File: config.mk
export PLATFORM = sky130hd
export DESIGN_NAME = cca_regs
export DESIGN_NICKNAME = d
export VERILOG_FILES = /design/src/cca_pkg.sv /design/src/cca_regs.sv
export SDC_FILE = /design/constraint.sdc
export NUM_CORES = 1
export LEC_CHECK = 0
export ABC_AREA = 1
export BUFFER_PORTS_ARGS = -buffer_cell sky130_fd_sc_hd__buf_4
export CAP_MARGIN = 20
export CORE_ASPECT_RATIO = 0.9
export CORE_MARGIN = 4
export CORE_UTILIZATION = 47
export DETAILED_ROUTE_END_ITERATION = 8
export PLACE_DENSITY = 0.77
export SETUP_SLACK_MARGIN = 0.3
export SLEW_MARGIN = 20
export SYNTH_ARGS = -nofsm -noshare
export SYNTH_HDL_FRONTEND = slang
export SYNTH_SLANG_ARGS = --single-unit
export TNS_END_PERCENT = 10
File: constraint.sdc
create_clock -name i_clk_sys -period 2.3 [get_ports i_clk_sys]
set_clock_uncertainty 0.05 [all_clocks]
set_input_delay 0.23 -clock i_clk_sys [delete_from_list [all_inputs] [get_ports i_clk_sys]]
set_output_delay 0.23 -clock i_clk_sys [all_outputs]
set_load 0.02 [all_outputs]
File: src/cca_pkg.sv
// constants, bus carrier and state record for the second counter array's register block
// assumes one system clock and the special-function-register strobes of the core
// Function
// - counter low byte at 0xF9, page 0x10
// - counter high byte at 0xFA, same page
// - high read returns snapshot loaded by low read
// - module capture low bytes at their addresses
// - module capture high bytes at their addresses
// - low address reaches reload low when selected
// - high address reaches reload high when selected
// - capture low write clears comparator enable
// - capture high write sets comparator enable
// - comparator enable gates the module's comparator
// - enabled match sets capture compare flag
package cca_pkg;
   localparam int NUM_MOD = 6;
   localparam logic [7:0] SFR_PAGE = 8'h10;
   localparam logic [7:0] ADDR_COUNT_LOW = 8'hF9;
   localparam logic [7:0] ADDR_COUNT_HIGH = 8'hFA;
   // index 0 is module 6, index 5 is module 11
   localparam logic [NUM_MOD-1:0][7:0] ADDR_CAP_LOW = {8'hCE, 8'hFD, 8'hED, 8'hEB, 8'hE9, 8'hFB};
   localparam logic [NUM_MOD-1:0][7:0] ADDR_CAP_HIGH = {8'hCF, 8'hFE, 8'hEE, 8'hEC, 8'hEA, 8'hFC};
   localparam logic [7:0] RESET_BYTE = 8'h00;

   // one special-function-register access, strobes last a single cycle
   typedef struct packed {
      logic [7:0] page;
      logic [7:0] addr;
      logic [7:0] wdata;
      logic wr;
      logic rd;
   } cca_sfr_req_s;

   // whole state of the block
   typedef struct packed {
      logic [15:0] count;
      logic [7:0] snap;
      logic [NUM_MOD-1:0][15:0] cap;
      logic [NUM_MOD-1:0][15:0] reload;
      logic [NUM_MOD-1:0] cmp_en;
      logic [NUM_MOD-1:0] flag;
      logic [NUM_MOD-1:0] match;
      logic [7:0] rdata;
      logic rvalid;
   } cca_state_s;
endpackage

File: src/cca_regs.sv
// counter, snapshot, capture/compare and auto-reload byte registers of the second counter array
// assumes counting ticks, mode bits and flag clears come from logic on i_clk_sys
`timescale 1ns/1ns
module cca_regs
   import cca_pkg::*;
(
   // clock and reset
   input wire logic i_clk_sys,
   input wire logic i_rst,
   // register access
   input wire cca_sfr_req_s i_sfr,
   output logic o_sfr_hit,
   output logic o_sfr_rvalid,
   output logic [7:0] o_sfr_rdata,
   // counter and mode control
   input wire logic i_count_tick,
   input wire logic i_auto_reload_select,
   input wire logic [NUM_MOD-1:0] i_match_function_enable,
   input wire logic [NUM_MOD-1:0] i_mode_wr,
   input wire logic [NUM_MOD-1:0] i_mode_comparator_enable,
   input wire logic [NUM_MOD-1:0] i_flag_clear,
   // module state
   output logic [15:0] o_count,
   output logic [NUM_MOD-1:0][15:0] o_capture,
   output logic [NUM_MOD-1:0][15:0] o_reload,
   output logic [NUM_MOD-1:0] o_comparator_function_enable,
   output logic [NUM_MOD-1:0] o_capture_compare_flag
);
   cca_state_s st_q;
   cca_state_s st_d;
   logic page_ok;
   logic cnt_lo_hit;
   logic cnt_hi_hit;
   logic [NUM_MOD-1:0] lo_hit;
   logic [NUM_MOD-1:0] hi_hit;
   logic [NUM_MOD-1:0] match_now;

   // address decode, only page 0x10 answers
   assign page_ok = (i_sfr.page == SFR_PAGE);
   assign cnt_lo_hit = page_ok && (i_sfr.addr == ADDR_COUNT_LOW);
   assign cnt_hi_hit = page_ok && (i_sfr.addr == ADDR_COUNT_HIGH);

   // per-module decode and compare
   for (genvar g = 0; g < NUM_MOD; g++) begin : g_mod
      assign lo_hit[g] = page_ok && (i_sfr.addr == ADDR_CAP_LOW[g]);
      assign hi_hit[g] = page_ok && (i_sfr.addr == ADDR_CAP_HIGH[g]);
      // comparator only looks when both enables are on
      assign match_now[g] = (st_q.count == st_q.cap[g]) && i_match_function_enable[g] && st_q.cmp_en[g];
   end

   // hit is combinational, read valid and data are registered
   assign o_sfr_hit = cnt_lo_hit || cnt_hi_hit || (|lo_hit) || (|hi_hit);
   assign o_sfr_rvalid = st_q.rvalid;
   assign o_sfr_rdata = st_q.rdata;
   assign o_count = st_q.count;
   assign o_capture = st_q.cap;
   assign o_reload = st_q.reload;
   assign o_comparator_function_enable = st_q.cmp_en;
   assign o_capture_compare_flag = st_q.flag;

   // next-state logic for the whole block
   always_comb begin
      logic [7:0] rd_mux;
      rd_mux = RESET_BYTE;
      st_d = st_q;
      st_d.rvalid = 1'b0;
      // a byte write wins over a tick in the same cycle for its own byte; the other byte keeps the ticked value
      if (i_count_tick) begin
         st_d.count = st_q.count + 16'h0001;
      end
      if (i_sfr.wr && cnt_lo_hit) begin
         st_d.count[7:0] = i_sfr.wdata;
      end
      if (i_sfr.wr && cnt_hi_hit) begin
         st_d.count[15:8] = i_sfr.wdata;
      end
      // read mux; the high byte comes from the snapshot so a low-then-high pair is coherent
      if (cnt_lo_hit) begin
         rd_mux = st_q.count[7:0];
      end else if (cnt_hi_hit) begin
         rd_mux = st_q.snap;
      end
      if (i_sfr.rd && cnt_lo_hit) begin
         st_d.snap = st_q.count[15:8];
      end
      for (int k = 0; k < NUM_MOD; k++) begin
         if (lo_hit[k]) begin
            rd_mux = i_auto_reload_select ? st_q.reload[k][7:0] : st_q.cap[k][7:0];
         end else if (hi_hit[k]) begin
            rd_mux = i_auto_reload_select ? st_q.reload[k][15:8] : st_q.cap[k][15:8];
         end
         // mode register write first, capture byte writes override it
         if (i_mode_wr[k]) begin
            st_d.cmp_en[k] = i_mode_comparator_enable[k];
         end
         if (i_sfr.wr && lo_hit[k]) begin
            if (i_auto_reload_select) begin
               st_d.reload[k][7:0] = i_sfr.wdata;
            end else begin
               st_d.cap[k][7:0] = i_sfr.wdata;
               st_d.cmp_en[k] = 1'b0;
            end
         end
         if (i_sfr.wr && hi_hit[k]) begin
            if (i_auto_reload_select) begin
               st_d.reload[k][15:8] = i_sfr.wdata;
            end else begin
               st_d.cap[k][15:8] = i_sfr.wdata;
               st_d.cmp_en[k] = 1'b1;
            end
         end
         // flag set on the first cycle of a match; set wins over clear
         if (i_flag_clear[k]) begin
            st_d.flag[k] = 1'b0;
         end
         if (match_now[k] && !st_q.match[k]) begin
            st_d.flag[k] = 1'b1;
         end
         st_d.match[k] = match_now[k];
      end
      // unmapped reads give no valid and keep old data
      if (i_sfr.rd && o_sfr_hit) begin
         st_d.rvalid = 1'b1;
         st_d.rdata = rd_mux;
      end
      if (i_rst) begin
         st_d = '0;
      end
   end

   // single state register
   always_ff @(posedge i_clk_sys) begin
      st_q <= st_d;
   end

   for (genvar a = 0; a < NUM_MOD; a++) begin : g_chk

   end
endmodule

==> insert_results.sql <==
INSERT INTO impl_metrics (metric_group, metric, value, unit) VALUES
('status', 'outcome', 'finished, final reports clean', ''),
('min_path', 'timing.hold.worst.start', 'i_mode_comparator_enable[4]', ''),
('routing', 'ant_nets', '0', ''),
('worst_setup_path', 'worst_path_fanout_max', '8', ''),
('yosys', 'synthArstFlopShare', '0', '%'),
('final_layout', 'layout.nets', '2022', ''),
('clock_network', 'insertion_delay', '550', 'ps'),
('place', 'gp_congestion', '1.05', ''),
('final_layout', 'post_route_insts_no_fill', '2381', ''),
('die', 'rows', '59', ''),
('die', 'floorplan.io_pins', '284', ''),
('yosys', 'syn_nets', '1902', ''),
('clock_network', 'cts-buffers-inserted', '27', ''),
('power_and_ir_drop', 'worst_vdd_drop', '0.500', 'mV'),
('global_routing', 'grt_antenna_before_repair', '1', ''),
('final_layout', 'final_core_util', '57.4', '%'),
('die', 'core-area', '29100', 'µm²'),
('place', 'dp.cells', '2300', ''),
('worst_setup_path', 'critical_path_required', '2740', 'ps'),
('sta', 'maxSlewViolCount', '0', ''),
('clock_network', 'cts_root_buffer', 'clkbuf_16', ''),
('die', 'die_area', '32500', 'µm²'),
('yosys', 'synth.cell_area', '14000', 'µm²'),
('worst_setup_path', 'r2r_setup_slack', '180', 'ps'),
('yosys', 'ys_ff_latch', '243', ''),
('global_routing', 'grt_max_degree', '102', ''),
('sta', 'worst_slew_margin_rel', '54.4', '%'),
('routing', 'drt_iter0_markers', '2077', ''),
('clock_network', 'cts.reportedPaths.clkPinSlew', '60', 'ps'),
('final_layout', 'fillCellCount', '2679', ''),
('place', 'detailedPlacementHpwl', '44.7', 'mm'),
('sta', 'final_hold_viol_count', '0', ''),
('sta', 'worstMarginPinSlew', '682', 'ps'),
('worst_setup_path', 'worst_setup_path_start_kind', 'flip-flop', ''),
('min_path', 'hold_class', 'input port to flip-flop', ''),
('clock_network', 'cts_tree', 'yes', ''),
('worst_setup_path', 'crit_path_cell_trace', 'o22ai_1 > nor4_1 > nand4_1 > nor4_1 > buf_4 > a32o_1', ''),
('global_routing', 'grt.total_usage', '34.2', '%'),
('worst_setup_path', 'worstReg2RegEnd', 'o_capture_compare_flag[4]', ''),
('place', 'placement.io_buffers', '283', ''),
('sta', 'max_freq', '0.472', 'GHz'),
('worst_setup_path', 'crit-reg2reg-launch', 'o_count[12]', ''),
('flow_run', 'drv_cap', '0', ''),
('worst_setup_path', 'endpoint_arrival_time_on_the_critical_path', '2560', 'ps'),
('yosys', 'synth_enable_flop_cells', '0', ''),
('clock_network', 'worst_case_clock_buffer_depth', '3', ''),
('sta', 'rsz_0062_raised_after_global_routing', 'true', ''),
('final_layout', 'drive_above_1_share', '28.8', '%'),
('yosys', 'synthesis.area_per_instance', '7.56', 'µm²'),
('power_and_ir_drop', 'p_leak', '7.27', 'nW'),
('worst_setup_path', 'count_of_buffering_cells_on_the_critical_path_with_inverters_included', '1', ''),
('die', 'die-height', '171', 'µm'),
('yosys', 'seq_area_frac_synth', '34.8', '%'),
('sta', 'worst_hold_margin', '28.9', 'ps'),
('yosys', 'post_synth_num_cell_types', '51', ''),
('routing', 'vias_per_cell', '5.92', ''),
('yosys', 'netlist_instances', '1847', ''),
('yosys', 'synth_flop_cell', 'dfxtp_1', ''),
('sta', 'final_min_period_over_clock_period', '92.1', '%'),
('routing', 'drt_first_pass_iters', '5', ''),
('power_and_ir_drop', 'finalPower', '9.54', 'mW'),
('worst_setup_path', 'worst_path_max_delay_cell', 'dfxtp_1', ''),
('power_and_ir_drop', 'power_density', '571', 'nW/µm²'),
('routing', 'dr_total_vias', '14100', ''),
('sta', 'totalNegativeSetupSlack', '0', 'ps'),
('sta', 'layout_min_cycle_time', '2120', 'ps'),
('clock_network', 'htreeDepth', '1', ''),
('global_routing', 'gr-total-overflow', '0', ''),
('yosys', 'ys.warnings.count', '0', ''),
('worst_setup_path', 'critical_path.top_delay_family', 'simple AND/OR/NAND/NOR gates', ''),
('routing', 'drt_wl_total', '58.8', 'mm');
-- power by group --
group	leakage (nW)	switching, mW	internal, mW
Combinational	4.85	0.460	0.241
Sequential	1.96	0.0132	4.22
Clock	0.457	1.79	2.81
-- stage by stage --
step | worst slack [ps] | cell area [µm²]
after global placement | -196 | 15300
after floorplan | 411 | 14000
after global routing | 73.9 | 16700
after CTS | 252 | 16600
after detailed placement | -179 | 15300
final | 181 | 16700
-- worst min-delay path: stages --
cell and delay [ps]:
buf_4 110, inv_1 40, a211oi_1 50, o21a_1 150
-- timing repair --
item                                    CTS  global route
endpoints found under the hold margin    25             0
pin swaps                                 6            16
hold buffers                             21             0
endpoints found under the setup margin   13            19
resized for setup                        12            31
setup buffers                            10             3
-- kinds of logic after synthesis --
| logic type | synth area share (%) |
|---|---|
| adder cells (fa/ha/maj) | 0.0896 |
| XOR/XNOR | 2.82 |
| AND/OR/NAND/NOR | 17.0 |
| multiplexers | 0.941 |
| AO/OA/AOI/OAI | 24.0 |
| buffers and inverters | 20.3 |
| flip-flops | 34.8 |
-- synth_stat cells, types with 2 or more instances --
cell       count  area share, %
nand2_4        2           0.16
o21ai_0      252            9.0
nor3_1        13           0.47
o21a_1         4           0.22
xnor2_1       11           0.69
a21oi_2        6           0.38
nor3_2         3           0.22
nor4_1        13           0.58
nand4_1       35            1.6
o22ai_1       34            1.5
o21ai_1        8           0.29
inv_2         13           0.35
nor2_1        90            2.4
dfxtp_1      243             35
buf_4        239             13
o2111ai_1     12           0.75
clkinv_1       6           0.16
a32o_1         4           0.29
nand2_2        5           0.22
buf_1          3          0.081
xor2_1        34            2.1
or2_2         12           0.54
nor2_4         3           0.24
mux2i_1       12           0.86
nand2_1      196            5.3
a31oi_1        7           0.31
inv_1        125            3.4
nand3_1       36            1.3
a21oi_1      215            7.7
nand3_2        6           0.43
clkbuf_1      59            1.6
a211oi_1      25            1.3
o211ai_1      22            1.2
o221ai_1       2           0.13
buf_2         41            1.5
nand3b_1       3           0.16
buf_6          5           0.40
a221oi_1       9           0.56
nor2_2         6           0.27
nor3_4        22            2.6
-- worst max path at each step --
stage	from	to	slack, ps	cells after the start
floorplan	o_count[4]	o_count[15]	410	11
global placement	i_sfr[17]	o_sfr_rdata[0]	-200	15
detailed placement	i_sfr[17]	o_sfr_rdata[1]	-180	15
CTS	o_count[1]	o_count[15]	250	11
global route	o_count[1]	o_count[14]	70	11
finish	o_count[12]	o_capture_compare_flag[4]	180	6
-- cell type report --
| type | count | area, µm² | area share [%] |
|---|---|---|---|
| repair buffers | 438 | 3450 | 20.7 |
| clock inverters | 8 | 146 | 0.876 |
| multi-input cells | 1113 | 6380 | 38.2 |
| clock buffers | 38 | 787 | 4.71 |
| diodes | 1 | 2.50 | 0.0150 |
| well taps | 396 | 495 | 2.97 |
| flip-flops and latches | 243 | 4880 | 29.2 |
| inverters | 144 | 563 | 3.37 |
-- flip-flops by register name, indices dropped and copies added (netlist names) --
name,count
o_count,16
st_q,14
o_capture,96
o_comparator_function_enable,6
o_sfr_rdata,8
o_reload,96
o_sfr_rvalid,1
o_capture_compare_flag,6
-- metal layers --
| layer | vias to the layer above | wire length (µm) | GRT usage, % |
|---|---|---|---|
| met5 | - | 13 | 0 |
| met4 | 2 | 2090 | 10.2 |
| met3 | 161 | 7660 | 8.95 |
| met2 | 1022 | 24000 | 49.1 |
| met1 | 6580 | 25000 | 50.5 |
| li1 | 6331 | - | - |
-- layout by cell type, fill, tap and decap left out, types with 9 or more instances in the layout --
cell,synthesis,routed
o22ai_1,34,34
clkbuf_16,0,27
o2111ai_1,12,12
o21ai_0,252,251
nand2_1,196,195
xnor2_1,11,11
inv_1,125,121
dlygate4sd3_1,0,21
nor4_1,13,10
nor3_1,13,11
nand4_1,35,35
nor3_4,22,24
a211oi_1,25,25
a21oi_1,215,215
or2_2,12,12
nand3_1,36,31
nor2_1,90,87
mux2i_1,12,12
buf_4,239,406
dfxtp_1,243,238
o21ai_1,8,9
xor2_1,34,34
nand3_2,6,9
o211ai_1,22,22
a221oi_1,9,9
inv_2,13,11
(Power assumes the default switching activity.)
